**config.mk**
```make
export PLATFORM = sky130hd
export DESIGN_NAME = motor_driver_io_signals
export DESIGN_NICKNAME = d
export VERILOG_FILES = /design/src/motor_io_pkg.sv /design/src/motor_driver_io_signals.sv
export SDC_FILE = /design/constraint.sdc
export NUM_CORES = 1
export LEC_CHECK = 0
export BUFFER_PORTS_ARGS = -buffer_cell sky130_fd_sc_hd__buf_2
export CORE_UTILIZATION = 61
export CTS_CLUSTER_DIAMETER = 40
export DETAILED_ROUTE_END_ITERATION = 7
export GPL_ROUTABILITY_DRIVEN = 0
export PLACE_DENSITY = 0.91
export SLEW_MARGIN = 5
export SYNTH_ARGS = -nofsm -noshare
export SYNTH_HDL_FRONTEND = slang
export SYNTH_SLANG_ARGS = --single-unit
export TNS_END_PERCENT = 30
```
**constraint.sdc**
```tcl
create_clock -name clock_in -period 5.55 [get_ports clock_in]
set_input_delay 1.665 -clock clock_in [delete_from_list [all_inputs] [get_ports clock_in]]
set_output_delay 1.665 -clock clock_in [all_outputs]
set_load 0.05 [all_outputs]
```
**src/motor_io_pkg.sv**
```systemverilog
/*
 Shared constants and carrier types of the motor driver I/O signal block:
 register offsets, field layouts, reset values and timing counts.
 Assumes a single 125 MHz clock domain and a 32-bit Wishbone slave.
*/
package motor_io_pkg;

  // Clock
  localparam longint CLK_HZ          = 125_000_000;

  // Register byte offsets
  localparam logic [7:0] CONFIG_OFS     = 8'h00;
  localparam logic [7:0] STEP_DIV_OFS   = 8'h04;
  localparam logic [7:0] STATUS_OFS     = 8'h08;
  localparam logic [7:0] IRQ_STAT_OFS   = 8'h0c;
  localparam logic [7:0] IRQ_MASK_OFS   = 8'h10;
  localparam logic [7:0] GEN_CMD_OFS    = 8'h14;
  localparam logic [7:0] GEN_DIR_OFS    = 8'h18;
  localparam logic [7:0] GEN_POL_OFS    = 8'h1c;
  localparam logic [7:0] GEN_REPORT_OFS = 8'h20;
  localparam logic [7:0] ECHO_OFS       = 8'h24;

  // Widths
  localparam int CMD_W  = 22;
  localparam int SENS_W = 4;
  localparam int GEN_W  = 16;
  localparam int ECHO_W = 26;
  localparam int PIN_W  = GEN_W + 1 + SENS_W + CMD_W;
  localparam int GAP_W  = 23;
  localparam int IRQ_W  = 6;

  // Configuration register, bits [6:0]
  typedef struct packed {
    logic slot_use;
    logic three_sensor;
    logic slot_nc;
    logic origin_nc;
    logic limit_nc;
    logic ot_decel;
    logic ot_enable;
  } config_t;

  // Sensor pins, bits [3:0]
  typedef struct packed {
    logic slot;
    logic origin;
    logic neg;
    logic pos;
  } sensor_t;

  // Status register bit positions
  localparam int ST_BUSY    = 0;
  localparam int ST_POWER   = 1;
  localparam int ST_STOP_IM = 2;
  localparam int ST_STOP_DC = 3;
  localparam int ST_INVALID = 4;
  localparam int ST_HOMING  = 5;

  // Interrupt bit positions
  localparam int IRQ_STEP      = 0;
  localparam int IRQ_INVALID   = 1;
  localparam int IRQ_OT_POS    = 2;
  localparam int IRQ_OT_NEG    = 3;
  localparam int IRQ_POWER     = 4;
  localparam int IRQ_BUSY_DONE = 5;

  // Reset values
  localparam config_t     CONFIG_RST   = 7'h01;
  localparam logic [15:0] STEP_DIV_RST = 16'h0014;
  localparam logic [15:0] GEN_RST      = 16'h0000;

  // Timing
  localparam longint STEP_PULSE_NS   = 1000;
  localparam logic [6:0] STEP_PULSE_CYC =
    7'((STEP_PULSE_NS * CLK_HZ + 64'd999_999_999) / 64'd1_000_000_000);
  localparam longint SPEED_LIMIT_RPM = 30;
  localparam longint INCR_PER_REV    = 50;
  localparam int     MIN_INCR_CYC    =
    int'((64'd60 * CLK_HZ) / (SPEED_LIMIT_RPM * INCR_PER_REV));

endpackage

```
**src/motor_driver_io_signals.sv**
```systemverilog
/*
 Digital I/O signal logic of a stepping motor driver: shaft increment
 pulse, busy and main power flags, input echo, limit/home conditioning,
 overtravel stop, general network signals, Wishbone register file, irq.
 Assumes pins are asynchronous; motor_step_in, homing_active_in and
 maint_busy_in come from logic on clock_in.
*/
// Design decisions made here: the register offsets and the Wishbone register port.
// Overview of operation
// - Pulse the shaft output on every 7.2 degree increment of the shaft.
// - Increments faster than 30 r/min mark the shaft pulse invalid.
// - Busy output stays on while maintenance processing runs.
// - Main power status output follows the detected main power.
// - Each listed input has an echo output copying its state.
// - Echo of motion inputs shows input level, never motor motion.
// - Limits during homing go to the homing logic, no overtravel.
// - Limits outside homing are overtravel and stop the motor.
// - Overtravel enable gates limit overtravel; default enabled.
// - Overtravel action 0 stops immediately, 1 decelerates; default 0.
// - Limit polarity selects normally open or closed; default open.
// - Origin sensor used in 3-sensor mode; polarity selectable.
// - Slot sensor may qualify home detection; polarity selectable.
// - Network command bit 1 turns direct output on, 0 off.
// - Direct input on reports network bit 1; input polarity settable.
`timescale 1ns/1ns
`default_nettype none
module motor_driver_io_signals
  import motor_io_pkg::*;
#(
  parameter int unsigned MIN_INCR_CYCLES = MIN_INCR_CYC
) (
  input  wire logic              clock_in,
  input  wire logic              sys_rst_in,
  input  wire logic [7:0]        wb_adr_in,
  input  wire logic [31:0]       wb_dat_in,
  input  wire logic [3:0]        wb_sel_in,
  input  wire logic              wb_we_in,
  input  wire logic              wb_cyc_in,
  input  wire logic              wb_stb_in,
  output var  logic [31:0]       wb_dat_out,
  output var  logic              wb_ack_out,
  input  wire logic [CMD_W-1:0]  command_pins_in,
  input  wire sensor_t           sensor_pins_in,
  input  wire logic              main_power_in,
  input  wire logic [GEN_W-1:0]  direct_inputs_in,
  input  wire logic              motor_step_in,
  input  wire logic              homing_active_in,
  input  wire logic              maint_busy_in,
  output var  logic              shaft_step_pulse_out,
  output var  logic              pulse_invalid_out,
  output var  logic              internal_busy_out,
  output var  logic              main_power_status_out,
  output var  logic [ECHO_W-1:0] echo_out,
  output var  logic              stop_immediate_out,
  output var  logic              stop_decel_out,
  output var  logic              limit_homing_out,
  output var  logic              origin_detect_out,
  output var  logic [GEN_W-1:0]  direct_outputs_out,
  output var  logic              irq_out
);

  // Pin synchronisers
  logic [PIN_W-1:0] pins_raw;
  logic [PIN_W-1:0] sync_a;
  logic [PIN_W-1:0] sync_b;

  assign pins_raw = {direct_inputs_in, main_power_in,
                     sensor_pins_in, command_pins_in};

  for (genvar i = 0; i < PIN_W; i++) begin : g_sync
    always_ff @(posedge clock_in) begin
      if (sys_rst_in) begin
        sync_a[i] <= 1'b0;
        sync_b[i] <= 1'b0;
      end else begin
        sync_a[i] <= pins_raw[i];
        sync_b[i] <= sync_a[i];
      end
    end
  end

  logic [CMD_W-1:0] cmd_lvl;
  sensor_t          sens_pin;
  sensor_t          sens;
  logic             power_lvl;
  logic [GEN_W-1:0] din_lvl;

  config_t          cfg;

  assign cmd_lvl   = sync_b[CMD_W-1:0];
  assign sens_pin  = sensor_t'(sync_b[CMD_W+SENS_W-1:CMD_W]);
  assign power_lvl = sync_b[CMD_W+SENS_W];
  assign din_lvl   = sync_b[PIN_W-1:PIN_W-GEN_W];

  // Contact polarity applied once for all consumers
  assign sens.pos    = sens_pin.pos ^ cfg.limit_nc;
  assign sens.neg    = sens_pin.neg ^ cfg.limit_nc;
  assign sens.origin = sens_pin.origin ^ cfg.origin_nc;
  assign sens.slot   = sens_pin.slot ^ cfg.slot_nc;

  // Register file state
  logic [15:0]      step_div;
  logic [IRQ_W-1:0] irq_stat;
  logic [IRQ_W-1:0] irq_mask;
  logic [GEN_W-1:0] gen_cmd;
  logic [GEN_W-1:0] gen_dir;
  logic [GEN_W-1:0] gen_pol;
  logic [GEN_W-1:0] gen_report;
  config_t          next_cfg;
  logic [15:0]      next_step_div;
  logic [IRQ_W-1:0] next_irq_stat;
  logic [IRQ_W-1:0] next_irq_mask;
  logic [GEN_W-1:0] next_gen_cmd;
  logic [GEN_W-1:0] next_gen_dir;
  logic [GEN_W-1:0] next_gen_pol;
  logic [GEN_W-1:0] next_gen_report;
  logic [31:0]      next_wb_dat;
  logic             next_wb_ack;
  logic             next_irq;
  logic [IRQ_W-1:0] events;

  // Datapath state
  logic [15:0]       step_cnt;
  logic [6:0]        pulse_cnt;
  logic [GAP_W-1:0]  gap_cnt;
  logic              ot_pos_q;
  logic              ot_neg_q;
  logic [15:0]       next_step_cnt;
  logic [6:0]        next_pulse_cnt;
  logic [GAP_W-1:0]  next_gap_cnt;
  logic              next_ot_pos;
  logic              next_ot_neg;
  logic              next_invalid;
  logic              next_busy;
  logic              next_power;
  logic [ECHO_W-1:0] next_echo;
  logic              next_stop_im;
  logic              next_stop_dc;
  logic              next_limit_homing;
  logic              next_origin;
  logic [GEN_W-1:0]  next_direct;
  logic              incr;
  logic              too_fast;
  logic              ot_live;

  // Datapath next values
  always_comb begin
    incr = motor_step_in && (step_cnt + 16'h0001 >= step_div);
    if (incr) begin
      next_step_cnt = 16'h0000;
    end else if (motor_step_in) begin
      next_step_cnt = step_cnt + 16'h0001;
    end else begin
      next_step_cnt = step_cnt;
    end
    if (incr) begin
      next_pulse_cnt = STEP_PULSE_CYC;
    end else if (pulse_cnt != 7'h00) begin
      next_pulse_cnt = pulse_cnt - 7'h01;
    end else begin
      next_pulse_cnt = 7'h00;
    end
    too_fast = incr
      && (gap_cnt < GAP_W'(MIN_INCR_CYCLES - 1));
    if (incr) begin
      next_gap_cnt = '0;
    end else if (&gap_cnt) begin
      next_gap_cnt = gap_cnt;
    end else begin
      next_gap_cnt = gap_cnt + GAP_W'(1);
    end
    next_invalid = incr ? too_fast : pulse_invalid_out;
    next_busy    = maint_busy_in;
    next_power   = power_lvl;
    next_echo    = {sens.slot, sens.origin, sens.neg, sens.pos,
                    cmd_lvl};
    ot_live = cfg.ot_enable && !homing_active_in
      && (sens.pos || sens.neg);
    next_stop_im = ot_live && !cfg.ot_decel;
    next_stop_dc = ot_live && cfg.ot_decel;
    next_ot_pos  = ot_live && sens.pos;
    next_ot_neg  = ot_live && sens.neg;
    next_limit_homing = homing_active_in && (sens.pos || sens.neg);
    next_origin = cfg.three_sensor && sens.origin
      && (!cfg.slot_use || sens.slot);
    next_direct = gen_cmd & ~gen_dir;
  end

  always_ff @(posedge clock_in) begin
    if (sys_rst_in) begin
      step_cnt              <= 16'h0000;
      pulse_cnt             <= 7'h00;
      gap_cnt               <= '1;
      ot_pos_q              <= 1'b0;
      ot_neg_q              <= 1'b0;
      shaft_step_pulse_out  <= 1'b0;
      pulse_invalid_out     <= 1'b0;
      internal_busy_out     <= 1'b0;
      main_power_status_out <= 1'b0;
      echo_out              <= '0;
      stop_immediate_out    <= 1'b0;
      stop_decel_out        <= 1'b0;
      limit_homing_out      <= 1'b0;
      origin_detect_out     <= 1'b0;
      direct_outputs_out    <= '0;
    end else begin
      step_cnt              <= next_step_cnt;
      pulse_cnt             <= next_pulse_cnt;
      gap_cnt               <= next_gap_cnt;
      ot_pos_q              <= next_ot_pos;
      ot_neg_q              <= next_ot_neg;
      shaft_step_pulse_out  <= next_pulse_cnt != 7'h00;
      pulse_invalid_out     <= next_invalid;
      internal_busy_out     <= next_busy;
      main_power_status_out <= next_power;
      echo_out              <= next_echo;
      stop_immediate_out    <= next_stop_im;
      stop_decel_out        <= next_stop_dc;
      limit_homing_out      <= next_limit_homing;
      origin_detect_out     <= next_origin;
      direct_outputs_out    <= next_direct;
    end
  end

  // Bus and register next values
  logic        bus_hit;
  logic        bus_wr;
  logic [31:0] lane_mask;
  logic [31:0] wdat;
  logic [31:0] status_word;

  always_comb begin
    bus_hit   = wb_cyc_in && wb_stb_in && !wb_ack_out;
    bus_wr    = bus_hit && wb_we_in;
    lane_mask = {{8{wb_sel_in[3]}}, {8{wb_sel_in[2]}},
                 {8{wb_sel_in[1]}}, {8{wb_sel_in[0]}}};
    wdat      = wb_dat_in & lane_mask;
    status_word = '0;
    status_word[ST_BUSY]    = internal_busy_out;
    status_word[ST_POWER]   = main_power_status_out;
    status_word[ST_STOP_IM] = stop_immediate_out;
    status_word[ST_STOP_DC] = stop_decel_out;
    status_word[ST_INVALID] = pulse_invalid_out;
    status_word[ST_HOMING]  = homing_active_in;
    events = '0;
    events[IRQ_STEP]      = incr;
    events[IRQ_INVALID]   = too_fast;
    events[IRQ_OT_POS]    = next_ot_pos && !ot_pos_q;
    events[IRQ_OT_NEG]    = next_ot_neg && !ot_neg_q;
    events[IRQ_POWER]     = power_lvl != main_power_status_out;
    events[IRQ_BUSY_DONE] = internal_busy_out && !maint_busy_in;
    next_cfg        = cfg;
    next_step_div   = step_div;
    next_irq_mask   = irq_mask;
    next_gen_cmd    = gen_cmd;
    next_gen_dir    = gen_dir;
    next_gen_pol    = gen_pol;
    next_irq_stat   = irq_stat | events;
    if (bus_wr) begin
      unique case (wb_adr_in)
        CONFIG_OFS: next_cfg = config_t'(
          (32'(cfg) & ~lane_mask) | wdat);
        STEP_DIV_OFS: next_step_div =
          (step_div & ~lane_mask[15:0]) | wdat[15:0];
        IRQ_STAT_OFS: next_irq_stat =
          (irq_stat & ~wdat[IRQ_W-1:0]) | events;
        IRQ_MASK_OFS: next_irq_mask =
          (irq_mask & ~lane_mask[IRQ_W-1:0]) | wdat[IRQ_W-1:0];
        GEN_CMD_OFS: next_gen_cmd =
          (gen_cmd & ~lane_mask[15:0]) | wdat[15:0];
        GEN_DIR_OFS: next_gen_dir =
          (gen_dir & ~lane_mask[15:0]) | wdat[15:0];
        GEN_POL_OFS: next_gen_pol =
          (gen_pol & ~lane_mask[15:0]) | wdat[15:0];
        default: ;
      endcase
    end
    next_gen_report = (din_lvl ^ gen_pol) & gen_dir;
    next_wb_ack = bus_hit;
    next_wb_dat = '0;
    if (bus_hit && !wb_we_in) begin
      unique case (wb_adr_in)
        CONFIG_OFS:     next_wb_dat = 32'(cfg);
        STEP_DIV_OFS:   next_wb_dat = 32'(step_div);
        STATUS_OFS:     next_wb_dat = status_word;
        IRQ_STAT_OFS:   next_wb_dat = 32'(irq_stat);
        IRQ_MASK_OFS:   next_wb_dat = 32'(irq_mask);
        GEN_CMD_OFS:    next_wb_dat = 32'(gen_cmd);
        GEN_DIR_OFS:    next_wb_dat = 32'(gen_dir);
        GEN_POL_OFS:    next_wb_dat = 32'(gen_pol);
        GEN_REPORT_OFS: next_wb_dat = 32'(gen_report);
        ECHO_OFS:       next_wb_dat = 32'(echo_out);
        default:        next_wb_dat = '0;
      endcase
    end
    next_irq = |(next_irq_stat & next_irq_mask);
  end

  always_ff @(posedge clock_in) begin
    if (sys_rst_in) begin
      cfg        <= CONFIG_RST;
      step_div   <= STEP_DIV_RST;
      irq_stat   <= '0;
      irq_mask   <= '0;
      gen_cmd    <= GEN_RST;
      gen_dir    <= GEN_RST;
      gen_pol    <= GEN_RST;
      gen_report <= GEN_RST;
      wb_ack_out <= 1'b0;
      wb_dat_out <= '0;
      irq_out    <= 1'b0;
    end else begin
      cfg        <= next_cfg;
      step_div   <= next_step_div;
      irq_stat   <= next_irq_stat;
      irq_mask   <= next_irq_mask;
      gen_cmd    <= next_gen_cmd;
      gen_dir    <= next_gen_dir;
      gen_pol    <= next_gen_pol;
      gen_report <= next_gen_report;
      wb_ack_out <= next_wb_ack;
      wb_dat_out <= next_wb_dat;
      irq_out    <= next_irq;
    end
  end

  // Checks
  property p_step_pulse;
    @(posedge clock_in) disable iff (sys_rst_in)
    incr |=> shaft_step_pulse_out [*8];
  endproperty
  a_step_pulse: assert property (p_step_pulse)
    else $error("shaft pulse not held after increment");
  property p_too_fast;
    @(posedge clock_in) disable iff (sys_rst_in)
    (incr && gap_cnt < GAP_W'(MIN_INCR_CYCLES - 1))
      |=> pulse_invalid_out && shaft_step_pulse_out;
  endproperty
  a_too_fast: assert property (p_too_fast)
    else $error("fast increment not flagged invalid");
  property p_busy;
    @(posedge clock_in) disable iff (sys_rst_in)
    maint_busy_in |=> internal_busy_out;
  endproperty
  a_busy: assert property (p_busy)
    else $error("busy dropped during processing");
  property p_power;
    @(posedge clock_in) disable iff (sys_rst_in)
    $changed(power_lvl) |=> main_power_status_out == $past(power_lvl);
  endproperty
  a_power: assert property (p_power)
    else $error("main power status lags");
  property p_homing_no_stop;
    @(posedge clock_in) disable iff (sys_rst_in)
    (homing_active_in && (sens.pos || sens.neg))
      |=> limit_homing_out && !stop_immediate_out && !stop_decel_out;
  endproperty
  a_homing_no_stop: assert property (p_homing_no_stop)
    else $error("limit during homing handled as overtravel");
  property p_ot_imm;
    @(posedge clock_in) disable iff (sys_rst_in)
    (cfg.ot_enable && !homing_active_in && sens_pin.pos != cfg.limit_nc
      && !cfg.ot_decel) |=> stop_immediate_out && !stop_decel_out;
  endproperty
  a_ot_imm: assert property (p_ot_imm)
    else $error("overtravel immediate stop missing");
  property p_ot_dec;
    @(posedge clock_in) disable iff (sys_rst_in)
    (cfg.ot_enable && !homing_active_in && sens.neg && cfg.ot_decel)
      |=> stop_decel_out && !stop_immediate_out;
  endproperty
  a_ot_dec: assert property (p_ot_dec)
    else $error("overtravel decelerate stop missing");
  property p_ot_off;
    @(posedge clock_in) disable iff (sys_rst_in)
    !cfg.ot_enable |=> !stop_immediate_out && !stop_decel_out;
  endproperty
  a_ot_off: assert property (p_ot_off)
    else $error("stop raised with overtravel disabled");
  property p_net_out;
    @(posedge clock_in) disable iff (sys_rst_in)
    (bus_wr && wb_adr_in == GEN_CMD_OFS && wb_sel_in == 4'hf)
      |=> ##1 direct_outputs_out == ($past(wb_dat_in[15:0], 2) & ~gen_dir);
  endproperty
  a_net_out: assert property (p_net_out)
    else $error("direct output does not follow command bit");
  property p_net_in;
    @(posedge clock_in) disable iff (sys_rst_in)
    (gen_dir[0] && !gen_pol[0] && din_lvl[0]) |=> gen_report[0];
  endproperty
  a_net_in: assert property (p_net_in)
    else $error("report bit not set for active input");

endmodule // motor_driver_io_signals
`default_nettype wire

```
==> flow_summary.toml <==
[outcome]
outcome = "finished, final reports clean"

[die]
die_y_um = 140.7
chipWidth_um = 140.7
rows = 50
dieArea_mm2 = 0.01981
ios = 179
initial_core_util = 0.6256
core_mm2 = 0.01877

[sta]
slew_violations = 0
hold_viol_final = 0
max_freq_ghz = 0.2623
finalSetupViolations = 0
relSlewSlack = 0.3568
setup_slack_ns = 1.737
rsz0062_at_grt = "no"
tightest_slew_ns = 0.9649
period_needed_ns = 3.813
skew_ns = 0.01474
min_period_over_period = 0.6869
fin_tns_setup_ns = 0

[synth]
yosysMostFrequentCell = "dfxtp_1"
yosysWarnings = 0
synth_top_area_frac = 0.5303
synth-edff-count = 0
synth_mux_area_frac = 0.03431
yosysSeqAreaShare = 0.5303
synth_xor_area_frac = 0.05520
synth_common_cells = "dfxtp_1, nand2_1, nor2b_1"
synth.avg_cell_area_um2 = 9.593
syn_inst = 1224
synth_top_family_by_area = "simple AND/OR/NAND/NOR gates"
async_flop_share = 0
synthAdderAreaFrac = 0.02025
synth_compound_area_frac = 0.09399
synth_area_leaders = "dfxtp_1, nor2b_1, xor2_1"
synth_simple_gate_area_frac = 0.2290
synthDistinctLibCells = 57
synth_seq_cells = 311
netlist_area_mm2 = 0.01174
yosysTopAreaCell = "dfxtp_1"
ys_dominant_reg_cell = "dfxtp_1"

[setup_path]
crit_fanout = 18
ff2ff_setup_slack_ns = 1.74
crit_chain = "ha_1 -> nand3_1 -> nor3_2 -> nand4_1 -> xnor2_1 -> ha_1 -> nand2_1 -> nor2_1 -> nand2_1 -> o22ai_2 -> nand2b_1 -> buf_4 -> nor2_1"
slowest_stage = "o22ai_2"
start_kind = "register"
crit_required_ns = 5.94
worstPathArrival_ns = 4.20
critPathKind = "reg -> reg"
slowest_delay_ns = 0.69
rr_worst_depth = 13
critPathCaptureType = "register"

[drt]
num_vias = 9349
wl_mm = 28.03
wire_per_inst_um = 17.26
first_iter_violations = 1029
drc = 0
vias_per_cell = 5.757
drt_pass1_iterations = 6
final_antenna_net_count = 0

[clock_network]
root_buffer = "clkbuf_16"
cts_resized = 0
cts.sinks = 311
clk_pin_slew_ns = 0.06
cts_tree = "yes"
post_cts_buffers = 0
h-tree-depth = 2
clockBufferDepth = 3
ctsHoldBuffers = 0
cts_made_buffers = 37
clk_latency_ns = 0.52

[pwr]
p_switching_mw = 1.425
sw_frac_of_total = 0.2615
seq_power_share = 0.447
peakVddDrop_mv = 0.3105
leakage_nw = 5.747
power.density_mw_per_mm2 = 395.3
clkPwrFrac = 0.428
p_total_mw = 5.451
internal-power_mw = 4.025
combPwrFrac = 0.126

[placement]
dp_cells = 1556
numPortBuffers = 154
place_ws_ns = 1.375
dp_hpwl_mm = 18.43

[cells_and_area]
utilization = 0.7347
nFillCells = 1249
syn2layout_area_growth_pct = 17.44
multi_input_area_mm2 = 0.005106
layout-drive-gt1-share = 0.1787
seqCellArea_mm2 = 0.006226
nets = 1475
final_cells = 1624

[worst_hold_path]
holdPathStages = 1
hold_path.class = "reg -> reg"

[global_routing]
grt_usage = 0.2789
antenna_found_initial = 1
grt_max_degree = 104
gr-total-overflow = 0
grt_pass1_wl_mm = 43.62
grt_pass1_vias = 8814

[flow_run]
drv_cap = 0
## power by group through the flow
| stage | sequential (mW) | clock, mW | combinational, mW |
|---|---|---|---|
| floorplan | 2.49 | 0 | 0.516 |
| global placement | 2.47 | 0 | 0.641 |
| detailed placement | 2.48 | 0 | 0.674 |
| CTS | 2.43 | 2.35 | 0.683 |
| global route | 2.45 | 2.45 | 0.761 |
| finish | 2.44 | 2.33 | 0.684 |
## logic make-up (layout without fill, tap and decap cells)
family | Yosys count | after routing
AOI/OAI and AO/OA | 178 | 178
other | 1 | 8
xor gates and xnor gates | 74 | 74
and+or+nand+nor | 502 | 502
muxes | 40 | 40
DFF | 311 | 311
buffers and inverters | 99 | 258
adders and majority gates | 19 | 19
## placed cells by master (no fill, tap or decap), types with 11 or more instances in the layout
| cell | netlist | final |
|---|---|---|
| buf_4 | 7 | 12 |
| nor2b_1 | 110 | 110 |
| clkbuf_16 | 0 | 38 |
| nor2_4 | 11 | 11 |
| and2_1 | 16 | 16 |
| nor3b_1 | 19 | 19 |
| ha_1 | 19 | 19 |
| buf_2 | 11 | 153 |
| a222oi_1 | 18 | 18 |
| xnor2_1 | 19 | 19 |
| a21oi_1 | 91 | 91 |
| nor2_1 | 80 | 79 |
| nand3_1 | 67 | 67 |
| nand2_1 | 113 | 113 |
| nand4_1 | 18 | 18 |
| inv_1 | 26 | 26 |
| mux2i_1 | 38 | 38 |
| and3_1 | 30 | 30 |
| nor3_1 | 12 | 12 |
| xor2_1 | 55 | 55 |
| dfxtp_1 | 311 | 311 |
| o21ai_0 | 21 | 21 |
## per-layer routing
metal | GRT usage | up-vias | wire length, um
met3 | 0.06454 | 107 | 2662
met1 | 0.3552 | 4306 | 11410
li1 | - | 4441 | -
met4 | 0.1465 | 0 | 1200
met5 | 0 | - | 0
met2 | 0.4428 | 495 | 12760
## area by class of cell
type | count | area share
inverters | 26 | 0.007077
repair buffers | 166 | 0.06288
well taps | 234 | 0.02123
clock inverters | 18 | 0.01279
flip-flops and latches | 311 | 0.4515
clock buffers | 48 | 0.07386
diodes | 2 | 0.0003629
multi-input cells | 819 | 0.3703
## worst max-delay path, delay by kind of cell, from the launching register on
family	cells	cell delay (ns)
buffers and inverters	1	0.36
adders and majority gates	2	0.56
AOI/OAI and AO/OA	1	0.69
and+or+nand+nor	8	1.46
xor gates and xnor gates	1	0.19
DFF	1	0.43
## final timing paths
| check | start | to |
|---|---|---|
| setup / recovery | step_cnt[0]$_SDFFE_PP0P_ | step_cnt[1]$_SDFFE_PP0P_ |
| hold / removal | cmd_lvl[12]$_SDFF_PP0_ | echo_out[12]$_SDFF_PP0_ |
| setup reg to reg | step_cnt[0]$_SDFFE_PP0P_ | step_cnt[1]$_SDFFE_PP0P_ |
| hold reg to reg | cmd_lvl[12]$_SDFF_PP0_ | echo_out[12]$_SDFF_PP0_ |
## stage by stage
step / hold slack (ns) / cell area [um2]
2_1_floorplan: 0.4138 / 11760
3_3_place_gp: 0.4154 / 12590
3_5_place_dp: 0.4212 / 12590
4_1_cts: 0.4339 / 13780
5_1_grt: 0.4466 / 13790
6_report: 0.4331 / 13790
Power figures use the tool's default switching activity.
